<file path="config.mk">
export PLATFORM = sky130hd
export DESIGN_NAME = dual_up_timer_counter
export DESIGN_NICKNAME = d
export VERILOG_FILES = /design/src/verilog/dual_timer_pkg.sv /design/src/verilog/dual_up_timer_counter.sv
export VERILOG_INCLUDE_DIRS = /design/src /design/src/verilog
export SDC_FILE = /design/constraint.sdc
export NUM_CORES = 1
export LEC_CHECK = 0
export BUFFER_PORTS_ARGS = -buffer_cell sky130_fd_sc_hd__clkbuf_2
export CAP_MARGIN = 0
export CORE_UTILIZATION = 40
export DETAILED_ROUTE_END_ITERATION = 8
export SLEW_MARGIN = 25
export SYNTH_ARGS = -nofsm -noshare
export SYNTH_HDL_FRONTEND = slang
export SYNTH_SLANG_ARGS = --single-unit
</file>
<file path="constraint.sdc">
create_clock -name clk -period 4.4 [get_ports clk]
set_input_delay 1.32 -clock clk [delete_from_list [all_inputs] [get_ports clk]]
set_output_delay 1.32 -clock clk [all_outputs]
set_load 0.005 [all_outputs]
</file>
<file path="src/verilog/dual_timer_cfg.svh">
// register offsets, field positions and timing counts for the dual timer
`ifndef DUAL_TIMER_CFG_SVH
`define DUAL_TIMER_CFG_SVH
`define ADR_TCTRL     8'h88
`define ADR_TMODE     8'h89
`define ADR_T0LO      8'h8a
`define ADR_T1LO      8'h8b
`define ADR_T0HI      8'h8c
`define ADR_T1HI      8'h8d
`define ADR_IENMAIN   8'ha8
`define ADR_PRESC     8'he7
`define ADR_CLKCTL    8'hf0
`define ADR_STATUS    8'hf1
`define BIT_T1FLAG    7
`define BIT_T1RUN     6
`define BIT_T0FLAG    5
`define BIT_T0RUN     4
`define BIT_T1IE      3
`define BIT_T0IE      1
`define BIT_GIE       7
`define BIT_T0SLOW    7
`define BIT_TMR1_PIN_GATE    7
`define BIT_T1CSEL    6
`define BIT_TMR0_PIN_GATE    3
`define BIT_T0CSEL    2
`define BIT_STOPREQ   1
`define BIT_STOP_WAKE_ENABLE      0
`define TCTRL_MASK    8'hf0
`define PRESC_MASK    8'hf7
`define CPU_DIV       4'd12
`define CPU_DIV_LAST  4'd11
`define LO13_LIMIT    8'h1f
`define RST_BYTE      8'h00
`endif

</file>
<file path="src/verilog/dual_timer_pkg.sv">
// types shared by the dual timer
package dual_timer_pkg;
    typedef enum logic [1:0] {
        MODE_13BIT  = 2'b00,
        MODE_16BIT  = 2'b01,
        MODE_RELOAD = 2'b10,
        MODE_SPLIT  = 2'b11
    } tmr_mode_t;
    typedef logic [7:0] byte_t;
endpackage : dual_timer_pkg

</file>
<file path="src/verilog/dual_up_timer_counter.sv">
// two up-counting timers with prescalers, pin gating and a wishbone register slave
// Functional notes
// - timer 1 mode: 00 13-bit, 01 16-bit, 10 8-bit reload, 11 reserved
// - timer 0 mode: 00 13-bit, 01 16-bit, 10 reload, 11 split bytes
// - timer 0 ticks at fcpu/12, or external source over prescaler when selected
// - timer 0 external source is fosc, or flosc when bit 7 set
// - 3-bit prescaler: 000 divides by 128, halving per step, 111 by one
// - timer 1 ticks at fcpu/12 or fosc over its prescaler, no slow source
// - timer 1 clock select picks only the fcpu or fosc source
// - gate bit lets ext interrupt pin 0/1 pause timer 0/1
// - 13-bit mode ignores low byte top bits, flags on 0xff1f to zero
// - 16-bit mode counts both bytes, flags on 0xffff to zero
// - reload mode counts low byte, flags and reloads from high byte
// - split mode: low byte uses selected clock, high byte fcpu/12
// - split: low byte under run0 flag0, high byte under run1 flag1
// - split mode: timer 1 keeps counting but never flags
// - split mode gates only the low byte of timer 0
// - overflow sets flag; cleared on interrupt service or firmware write
// - enabled flag goes to interrupt controller, else stays for polling
// - slow-clocked timer 0 with stop-wake keeps counting in stop, wakes system if its interrupt is enabled
// - software reads and writes all count bytes, reset to zero
`timescale 1ns/1ps
`include "dual_timer_cfg.svh"
module dual_up_timer_counter
    import dual_timer_pkg::*;
#(
    parameter int PRESC_BITS = 3
) (
    input  wire logic        clk,
    input  wire logic        sys_rst,
    // wishbone classic slave
    input  wire logic        wb_cyc_i,
    input  wire logic        wb_stb_i,
    input  wire logic        wb_we_i,
    input  wire logic [7:0]  wb_adr_i,
    input  wire logic [7:0]  wb_dat_i,
    input  wire logic        wb_sel_i,
    output logic [7:0]       wb_dat_o,
    output logic             wb_ack_o,

    // rate enables from the clock unit, same domain, not synchronised
    input  wire logic        cpuTick,
    input  wire logic        oscTick,
    input  wire logic        slowTick,

    // gate pins, asynchronous to clk
    input  wire logic        ext_irq0_pin,
    input  wire logic        ext_irq1_pin,

    // interrupt controller side
    input  wire logic        tmr0IrqAck,
    input  wire logic        tmr1IrqAck,
    output logic             tmr0IrqReq,
    output logic             tmr1IrqReq,

    // power control side
    output logic             stopWakeReq,
    output logic             stopMode
);
    // the select decode and 7-bit divider only serve a 3-bit field
    if (PRESC_BITS != 3) begin : g_presc_check
        $error("prescaler field must be 3 bits");
    end

    // control registers
    logic [7:0] tctrl_q, tctrl_d, tmode_q, tmode_d, presc_q, presc_d;
    logic [7:0] ien_q, ien_d, clkctl_q, clkctl_d;
    byte_t      t0lo_q, t0lo_d, t0hi_q, t0hi_d, t1lo_q, t1lo_d, t1hi_q, t1hi_d;
    logic [7:0] rdat_q, rdat_d;
    logic       ack_q, ack_d;
    // prescaler state
    logic [3:0] cpuDiv_q, cpuDiv_d;
    logic [6:0] div0_q, div0_d, div1_q, div1_d;
    // pin synchronisers
    logic [1:0] pin0Sync_q, pin1Sync_q;

    // decoded modes and per-cycle count enables
    tmr_mode_t  mode0, mode1;
    logic       cpu12, src0, src1, ext0, tick0, tick1, tickHi;
    logic       gate0, gate1, pin0, pin1, stopped;
    // bus strobes and run bits
    logic       wr, rd, run0, run1;
    // one-cycle wrap events, they set the flags
    logic       ov0, ov1, ovHi;

    // true when a 7-bit prescale counter reaches the last count of the selected divisor
    function automatic logic prescDone(input logic [6:0] cnt, input logic [2:0] sel);
        logic [6:0] lim;
        lim = 7'h7f >> sel;
        prescDone = (cnt >= lim);
    endfunction : prescDone

    // next low/high pair for one count step in the given mode
    function automatic logic [16:0] stepCount(input tmr_mode_t m, input byte_t lo,
                                              input byte_t hi);
        logic [15:0] v;
        v = 16'h0000;
        stepCount = 17'h00000;
        case (m)
            // low five bits carry into the high byte
            MODE_13BIT: begin
                if (lo[4:0] == `LO13_LIMIT) begin
                    v = {hi + 8'h01, 3'b000, 5'h00};
                    stepCount = {(hi == 8'hff), v[15:8], lo[7:5], 5'h00};
                end else begin
                    stepCount = {1'b0, hi, lo[7:5], lo[4:0] + 5'h01};
                end
            end
            // full carry lands in bit 16
            MODE_16BIT: begin
                stepCount = {1'b0, hi, lo} + 17'h00001;
            end
            // high byte is the reload value
            MODE_RELOAD: begin
                if (lo == 8'hff) stepCount = {1'b1, hi, hi};
                else stepCount = {1'b0, hi, lo + 8'h01};
            end
            // split low byte; high byte is stepped elsewhere
            default: begin
                stepCount = {(lo == 8'hff), hi, lo + 8'h01};
            end
        endcase
    endfunction : stepCount

    // pin synchronisers, two flops each
    always_ff @(posedge clk) begin
        if (sys_rst) begin
            pin0Sync_q <= 2'b00;
            pin1Sync_q <= 2'b00;
        end else begin
            pin0Sync_q <= {pin0Sync_q[0], ext_irq0_pin};
            pin1Sync_q <= {pin1Sync_q[0], ext_irq1_pin};
        end
    end
    assign pin0 = pin0Sync_q[1];
    assign pin1 = pin1Sync_q[1];

    // tick generation: fcpu/12 and the two prescalers
    always_comb begin
        mode0 = tmr_mode_t'(tmode_q[1:0]);
        mode1 = tmr_mode_t'(tmode_q[5:4]);
        // stop request freezes fcpu and fosc ticks
        stopped = clkctl_q[`BIT_STOPREQ];
        cpu12 = cpuTick && (cpuDiv_q == `CPU_DIV_LAST) && !stopped;
        // fcpu/12 divider, wraps after its last count
        cpuDiv_d = cpuDiv_q;
        if (cpuTick && !stopped) begin
            cpuDiv_d = (cpuDiv_q == `CPU_DIV_LAST) ? 4'd0 : cpuDiv_q + 4'd1;
        end
        // in stop mode only the slow source keeps running, and only with stop-wake
        ext0 = presc_q[`BIT_T0SLOW] ? (slowTick && (!stopped || clkctl_q[`BIT_STOP_WAKE_ENABLE]))
                                     : (oscTick && !stopped);

        // timer 0 prescaler; a rate change keeps the running phase
        div0_d = div0_q;
        src0 = 1'b0;
        if (ext0) begin
            src0 = prescDone(div0_q, presc_q[6:4]);
            div0_d = src0 ? 7'h00 : div0_q + 7'h01;
        end

        // timer 1 prescaler runs from fosc only
        div1_d = div1_q;
        src1 = 1'b0;
        if (oscTick && !stopped) begin
            src1 = prescDone(div1_q, presc_q[2:0]);
            div1_d = src1 ? 7'h00 : div1_q + 7'h01;
        end

        // pin gating, then run bits and clock select
        gate0 = !tmode_q[`BIT_TMR0_PIN_GATE] || pin0;
        gate1 = !tmode_q[`BIT_TMR1_PIN_GATE] || pin1;
        run0 = tctrl_q[`BIT_T0RUN];
        run1 = tctrl_q[`BIT_T1RUN];
        tick0 = (tmode_q[`BIT_T0CSEL] ? src0 : cpu12) && gate0 && run0;
        tick1 = (tmode_q[`BIT_T1CSEL] ? src1 : cpu12) && gate1 && run1;
        // split high byte: fixed fcpu/12, never gated
        tickHi = cpu12 && run1;
    end

    // prescaler registers
    always_ff @(posedge clk) begin
        if (sys_rst) begin
            cpuDiv_q <= 4'd0;
            div0_q   <= 7'h00;
            div1_q   <= 7'h00;
        end else begin
            cpuDiv_q <= cpuDiv_d;
            div0_q   <= div0_d;
            div1_q   <= div1_d;
        end
    end

    // bus decode, counting, flags
    always_comb begin
        logic [16:0] s0;
        logic [16:0] s1;
        s0 = stepCount(mode0, t0lo_q, t0hi_q);
        s1 = stepCount(mode1, t1lo_q, t1hi_q);
        // a request is taken once; the pending ack blocks a second take
        wr = wb_cyc_i && wb_stb_i && wb_we_i && wb_sel_i && !ack_q;
        rd = wb_cyc_i && wb_stb_i && !wb_we_i && !ack_q;
        ack_d = wb_cyc_i && wb_stb_i && !ack_q;

        // hold every register unless written or counted
        tctrl_d = tctrl_q;
        tmode_d = tmode_q;
        presc_d = presc_q;
        ien_d = ien_q;
        clkctl_d = clkctl_q;
        t0lo_d = t0lo_q;
        t0hi_d = t0hi_q;
        t1lo_d = t1lo_q;
        t1hi_d = t1hi_q;

        // no wrap unless a tick lands on the last count
        ov0 = 1'b0;
        ov1 = 1'b0;
        ovHi = 1'b0;

        // timer 0 count
        if (mode0 == MODE_SPLIT) begin
            if (tick0) begin
                t0lo_d = s0[7:0];
                ov0 = s0[16];
            end
            if (tickHi) begin
                t0hi_d = t0hi_q + 8'h01;
                ovHi = (t0hi_q == 8'hff);
            end
        end else if (tick0) begin
            {t0hi_d, t0lo_d} = s0[15:0];
            ov0 = s0[16];
        end

        // timer 1 counts on; in split mode its wrap raises nothing
        if (mode1 != MODE_SPLIT && tick1) begin
            {t1hi_d, t1lo_d} = s1[15:0];
            ov1 = s1[16] && (mode0 != MODE_SPLIT);
        end

        // software writes, clear of flags by write or service
        if (wr) begin
            case (wb_adr_i)
                `ADR_TCTRL:   tctrl_d = wb_dat_i & `TCTRL_MASK;
                `ADR_TMODE:   tmode_d = wb_dat_i;
                `ADR_PRESC:   presc_d = wb_dat_i & `PRESC_MASK;
                `ADR_IENMAIN: ien_d = wb_dat_i;
                `ADR_CLKCTL:  clkctl_d = {6'h00, wb_dat_i[1:0]};
                `ADR_T0LO:    t0lo_d = wb_dat_i;
                `ADR_T0HI:    t0hi_d = wb_dat_i;
                `ADR_T1LO:    t1lo_d = wb_dat_i;
                `ADR_T1HI:    t1hi_d = wb_dat_i;
                default:      ;
            endcase
        end
        if (tmr0IrqAck) tctrl_d[`BIT_T0FLAG] = 1'b0;
        if (tmr1IrqAck) tctrl_d[`BIT_T1FLAG] = 1'b0;

        // set wins over any clear in the same cycle
        if (ov0) tctrl_d[`BIT_T0FLAG] = 1'b1;
        if (ov1 || ovHi) tctrl_d[`BIT_T1FLAG] = 1'b1;

        // wake ends stop mode
        if (stopWakeReq) clkctl_d[`BIT_STOPREQ] = 1'b0;

        // read data registered, stands until the next read
        rdat_d = rdat_q;
        if (rd) begin
            case (wb_adr_i)
                `ADR_TCTRL:   rdat_d = tctrl_q;
                `ADR_TMODE:   rdat_d = tmode_q;
                `ADR_PRESC:   rdat_d = presc_q;
                `ADR_IENMAIN: rdat_d = ien_q;
                `ADR_CLKCTL:  rdat_d = clkctl_q;
                `ADR_STATUS:  rdat_d = {5'h00, stopped, pin1, pin0};
                `ADR_T0LO:    rdat_d = t0lo_q;
                `ADR_T0HI:    rdat_d = t0hi_q;
                `ADR_T1LO:    rdat_d = t1lo_q;
                `ADR_T1HI:    rdat_d = t1hi_q;
                default:      rdat_d = 8'h00;
            endcase
        end
    end

    // register state
    always_ff @(posedge clk) begin
        if (sys_rst) begin
            tctrl_q  <= `RST_BYTE;
            tmode_q  <= `RST_BYTE;
            presc_q  <= `RST_BYTE;
            ien_q    <= `RST_BYTE;
            clkctl_q <= `RST_BYTE;
            t0lo_q   <= `RST_BYTE;
            t0hi_q   <= `RST_BYTE;
            t1lo_q   <= `RST_BYTE;
            t1hi_q   <= `RST_BYTE;
            rdat_q   <= `RST_BYTE;
            ack_q    <= 1'b0;
        end else begin
            tctrl_q  <= tctrl_d;
            tmode_q  <= tmode_d;
            presc_q  <= presc_d;
            ien_q    <= ien_d;
            clkctl_q <= clkctl_d;
            t0lo_q   <= t0lo_d;
            t0hi_q   <= t0hi_d;
            t1lo_q   <= t1lo_d;
            t1hi_q   <= t1hi_d;
            rdat_q   <= rdat_d;
            ack_q    <= ack_d;
        end
    end

    // interrupt requests: flag gated by its enable and the global enable
    assign tmr0IrqReq  = tctrl_q[`BIT_T0FLAG] && ien_q[`BIT_T0IE] && ien_q[`BIT_GIE];
    assign tmr1IrqReq  = tctrl_q[`BIT_T1FLAG] && ien_q[`BIT_T1IE] && ien_q[`BIT_GIE];
    // wake needs stop, stop-wake and a live timer 0 request; lasts one cycle
    assign stopWakeReq = stopped && clkctl_q[`BIT_STOP_WAKE_ENABLE] && tmr0IrqReq;
    assign stopMode    = stopped;
    // bus outputs straight from flops
    assign wb_dat_o    = rdat_q;
    assign wb_ack_o    = ack_q;
endmodule : dual_up_timer_counter
</file>
## Word-level counts from Yosys, hierarchy flattened

Cells that the tools add are included.
Widths: inputs -> output; s select.

| storage, ports and cells | value |
|---|---|
| bits in registers | 92 |
| logic and storage cells | 145 |

| operators by class | value |
|---|---|
| add/subtract/negate cells | 11 |
| $lt $le $gt $ge | 2 |
| eq/ne operators | 24 |
| shifts and indexed selects | 2 |
| mux-type cells | 39 |
| reduce and logical (&&, ||, !) cells | 48 |

Operators by type and width:

| operator | count |
|---|---|
| $mux 8 | 16 |
| $eq 8x8->1 const B | 14 |
| $pmux 17 s3 | 2 |
| $pmux 8 s10 | 1 |
| $mux 17 | 4 |
| $add 16x1->17 const B | 2 |
| $add 8x1->8 const B | 4 |
| $logic_and 1x1->1 | 25 |
| $add 7x1->7 const B | 2 |
| $ge 7x7->1 | 2 |
| $mux 7 | 2 |
| $reduce_and 2->1 | 7 |
| $shr 7x3->7 const A | 2 |
| $mux 1 | 13 |
| $reduce_bool 3->1 | 4 |
| $add 5x1->5 const B | 2 |
| $eq 5x5->1 const B | 2 |
| $eq 2x2->1 const B | 3 |
| $logic_not 1->1 | 5 |
| $add 4x1->4 const B | 1 |
| $eq 2x1->1 const B | 2 |
| $eq 4x4->1 const B | 1 |
| $logic_not 2->1 | 2 |
| $logic_or 1x1->1 | 4 |
| 3 further kinds | 4 |

## Longest topological paths before layout

| depth | value |
|---|---|
| depth after elaboration | 12 |
| depth in mapped cells | 11 |
| gate-level depth less buffers | 9 |

## Worst setup path before layout

Ideal clock, no wire load.

| timing | value |
|---|---|
| kind | in2reg |
| from | input port wb_adr_i[6] |
| to | register t1lo_q[1] |
| arrival | 2.943 ns |
| slack | 1.336 ns |
| stages on the path | 7 |
| cell sequence | nand4bb_1 > or3_1 > clkbuf_1 > nor4_2 > buf_2 > nor3b_1 > a221o_1 |

| between the ends | value |
|---|---|
| word-level cells in the longest chain between the ends | 3 |

RTL lines:

| item | line | text |
|---|---|---|
| start: declaration | dual_up_timer_counter.sv:35 | `input wire logic [7:0] wb_adr_i,` |
| $eq 8x8->1 | dual_up_timer_counter.sv:244 | `case (wb_adr_i)` |
| $mux 8 | dual_up_timer_counter.sv:244 |  |
| $mux 8 | dual_up_timer_counter.sv:243 | `if (wr) begin` |
| end signal: assignment | dual_up_timer_counter.sv:296 | `` t1lo_q <= `RST_BYTE; `` |
| end signal: assignment | dual_up_timer_counter.sv:308 | `t1lo_q <= t1lo_d;` |
| end: declaration | dual_up_timer_counter.sv:68 | `byte_t t0lo_q, t0lo_d, t0hi_q, t0hi_d, t1lo_q, t1lo_d, t1hi_q, t1hi_d;` |

Every way passes these cells.
A chain may end at the register's enable or synchronous reset.

## Final worst setup path

| timing | value |
|---|---|
| from | input port wb_adr_i[0] |
| to | register presc_q[2] |

| between the ends | value |
|---|---|
| word-level cells in the longest chain between the ends | 2 |

RTL lines:

| item | line | text |
|---|---|---|
| $eq 8x8->1 | dual_up_timer_counter.sv:244 |  |
| $reduce_and 2->1 (no line) | n/a |  |
| end signal: assignment | dual_up_timer_counter.sv:291 | `` presc_q <= `RST_BYTE; `` |
| end signal: assignment | dual_up_timer_counter.sv:303 | `presc_q <= presc_d;` |
| end: declaration | dual_up_timer_counter.sv:66 | `logic [7:0] tctrl_q, tctrl_d, tmode_q, tmode_d, presc_q, presc_d;` |

Every way passes these cells.

==> flow_summary.json <==
{
  "vdd_drop_max_mv": 0.206,
  "wl_per_cell_microns": 20.4,
  "drtIter0Drc": 772,
  "clk_latency_ns": 0.35,
  "busiest_layer": "met2",
  "diodes": 0,
  "ys_seq_elements": 92,
  "rrSetupSlack_ns": 1.19,
  "syn_inst": 883,
  "p_leak_nw": 2.66,
  "cp.arrival_ns": 3.46,
  "slew_headroom": 0.332,
  "antenna_found_initial": 0,
  "die_w_microns": 132,
  "cts_buffers": 9,
  "overflow": 0,
  "r2r-end": "t0hi_q[0]",
  "cts.sinks": 92,
  "drive_above_1_share": 0.111,
  "io-pin-count": 42,
  "rsz0062_at_grt": "false",
  "hp-start": "pin0Sync_q[0]",
  "drcViolationCount": 0,
  "initial_core_util": 0.410,
  "synth_top_cells_by_area": "dfxtp_1 (27%), mux2i_1 (6.3%), nor2_1 (5.4%)",
  "worst_pin_slew_ns": 1.00,
  "mostFrequentLayoutCells": "nor2_1 (98), dfxtp_1 (92), nand2_1 (67)",
  "cts_resized": 0,
  "num_vias": 6759,
  "cap_violations": 0,
  "hold_viol": 0,
  "io_buffer_count": 41,
  "synth_area_sq_um": 6800,
  "rows": 47,
  "slew_viol_final": 0,
  "stdcell_area_sq_um": 7420,
  "hold_path.class": "flip-flop to flip-flop",
  "path_class": "primary input to flip-flop",
  "skew_ns": 0.0112,
  "die_h_microns": 132,
  "grt_pass1_vias": 6010,
  "nets": 931,
  "synth_warnings": 0,
  "end_kind": "flip-flop",
  "grt_util_met1": 0.376,
  "met2_usage": 0.377,
  "final_cells": 1103,
  "syn_area_per_cell_sq_um": 7.70,
  "rr_worst_depth": 8,
  "yosys.area.top_type_share": 0.271,
  "power_density_nw_per_um2": 247,
  "whs_path_depth": 1,
  "period_minus_slack_ns": 3.24,
  "core_sq_um": 16600,
  "synthFlopType": "dfxtp_1",
  "gp_congestion": 0.941,
  "grt_pass1_wl_microns": 35200,
  "whs_endpoint": "pin0Sync_q[1]",
  "final_common_cell": "nor2_1",
  "path_clk_slew_ns": 0.07,
  "async_reset_ff_frac": 0,
  "setup-tns-final_ns": 0,
  "cp_max_fo": 25,
  "fmax_mhz": 308,
  "setup_viol": 0,
  "postRouteAntennaNets": 0,
  "post-place-ws_ns": 0.898,
  "vias_per_cell": 6.13,
  "cts_hold_buf": 0,
  "min_period_over_period": 0.737,
  "cts_max_path_buffers": 2,
  "area_delta_synth_final_pct": 9.15,
  "grt_max_degree": 42,
  "dpl_cell_area_sq_um": 7100,
  "cts_root_buf": "clkbuf_16",
  "reg2reg_from": "presc_q[5]",
  "totalWireLength_microns": 22400,
  "dp_hpwl_microns": 16000,
  "synth_largest_area_cell": "dfxtp_1",
  "required_ns": 4.62,
  "startpoint_type": "primary input",
  "dr.pass1.iters": 5,
  "met3_usage": 0.0377,
  "htreeDepth": 3,
  "syn-num-nets": 935,
  "synth_edf_count": 0,
  "dp.cells": 1088,
  "seq_area_frac_synth": 0.271,
  "grtUsageTotal": 0.259,
  "post_cts_buffers": 0,
  "cts_tree": "yes",
  "status": "completed",
  "synth_cell_types": 76,
  "die_area_sq_um": 17500,
  "fin_ws_ns": 1.16
}
[through the flow]
stage,hold slack (ns),utilization,power (W)
finish,0.438,0.447,0.00183
global route,0.457,0.447,0.00190
CTS,0.441,0.447,0.00184
detailed placement,0.425,0.428,0.000982
global placement,0.422,0.428,0.000982
floorplan,0.414,-,0.000930
[how the worst max path moves through the flow]
stage                      from          to  slack [ns]  cells after the start
detailed placement  wb_adr_i[0]  presc_q[2]        0.90                      6
floorplan           wb_adr_i[6]   t1lo_q[1]        1.34                      7
finish              wb_adr_i[0]  presc_q[2]        1.16                      6
global route        wb_adr_i[0]  presc_q[0]        0.99                      6
CTS                  presc_q[4]   t0hi_q[0]        1.22                      8
global placement    wb_adr_i[0]  presc_q[4]        0.94                      6
[registers in the layout, summed over array words and instances (netlist names)]
signal	cells
ien_q	8
t0hi_q	8
t0lo_q	8
t1hi_q	8
t1lo_q	8
tmode_q	8
wb_dat_o	8
div0_q	7
div1_q	7
presc_q	7
cpuDiv_q	4
tctrl_q	4
clkctl_q	2
pin0Sync_q	2
pin1Sync_q	2
wb_ack_o	1
[area by class of cell]
cell class | instances | area, sq um
fillers | 1719 | 9160
multi-input cells | 703 | 4610
flip-flops and latches | 92 | 1840
repair buffers | 54 | 303
well taps | 220 | 275
clock buffers | 9 | 225
clock inverters | 6 | 95.1
inverters | 19 | 71.3
[cell families after synthesis]
family,Yosys count,synth area share
multiplexers,57,0.0869
AO/OA/AOI/OAI,220,0.221
flip-flops,92,0.271
XOR/XNOR,27,0.0348
AND/OR/NAND/NOR,376,0.293
adder cells (fa/ha/maj),23,0.0423
buffers and inverters,88,0.0512
[critical path: stages]
cell and delay (ns):
clkbuf_2 0.45, nand2_1 0.23, nor4_2 0.66, and2_1 0.49, mux2i_1 0.23, nor2_1 0.06
[layer usage]
metal | vias to the layer above | part of all wire
met4 | 0 | 0.032
li1 | 3266 | -
met1 | 3162 | 0.47
met3 | 45 | 0.071
met2 | 286 | 0.43
met5 | - | 0
[cell usage after synthesis (all sizes together) (12+ instances only)]
cell and n:
inv 19, nor2 98, and3 20, nand4 16
xnor2 18, a311oi 12, buf 14, nand2 67
ha 23, nor4 13, mux2 13, mux2i 44
nand3 34, clkbuf 55, a21oi 51, and2 12
a22oi 12, o21ai 44, a31oi 12, nor2b 29
nor3 25, dfxtp 92, o211ai 17
[power by group]
part           internal (W)  switching [W]
registers          0.000840     0.00000867
clock network      0.000502       0.000368
logic             0.0000372      0.0000789
total               0.00138       0.000456
(Power assumes the default switching activity.)
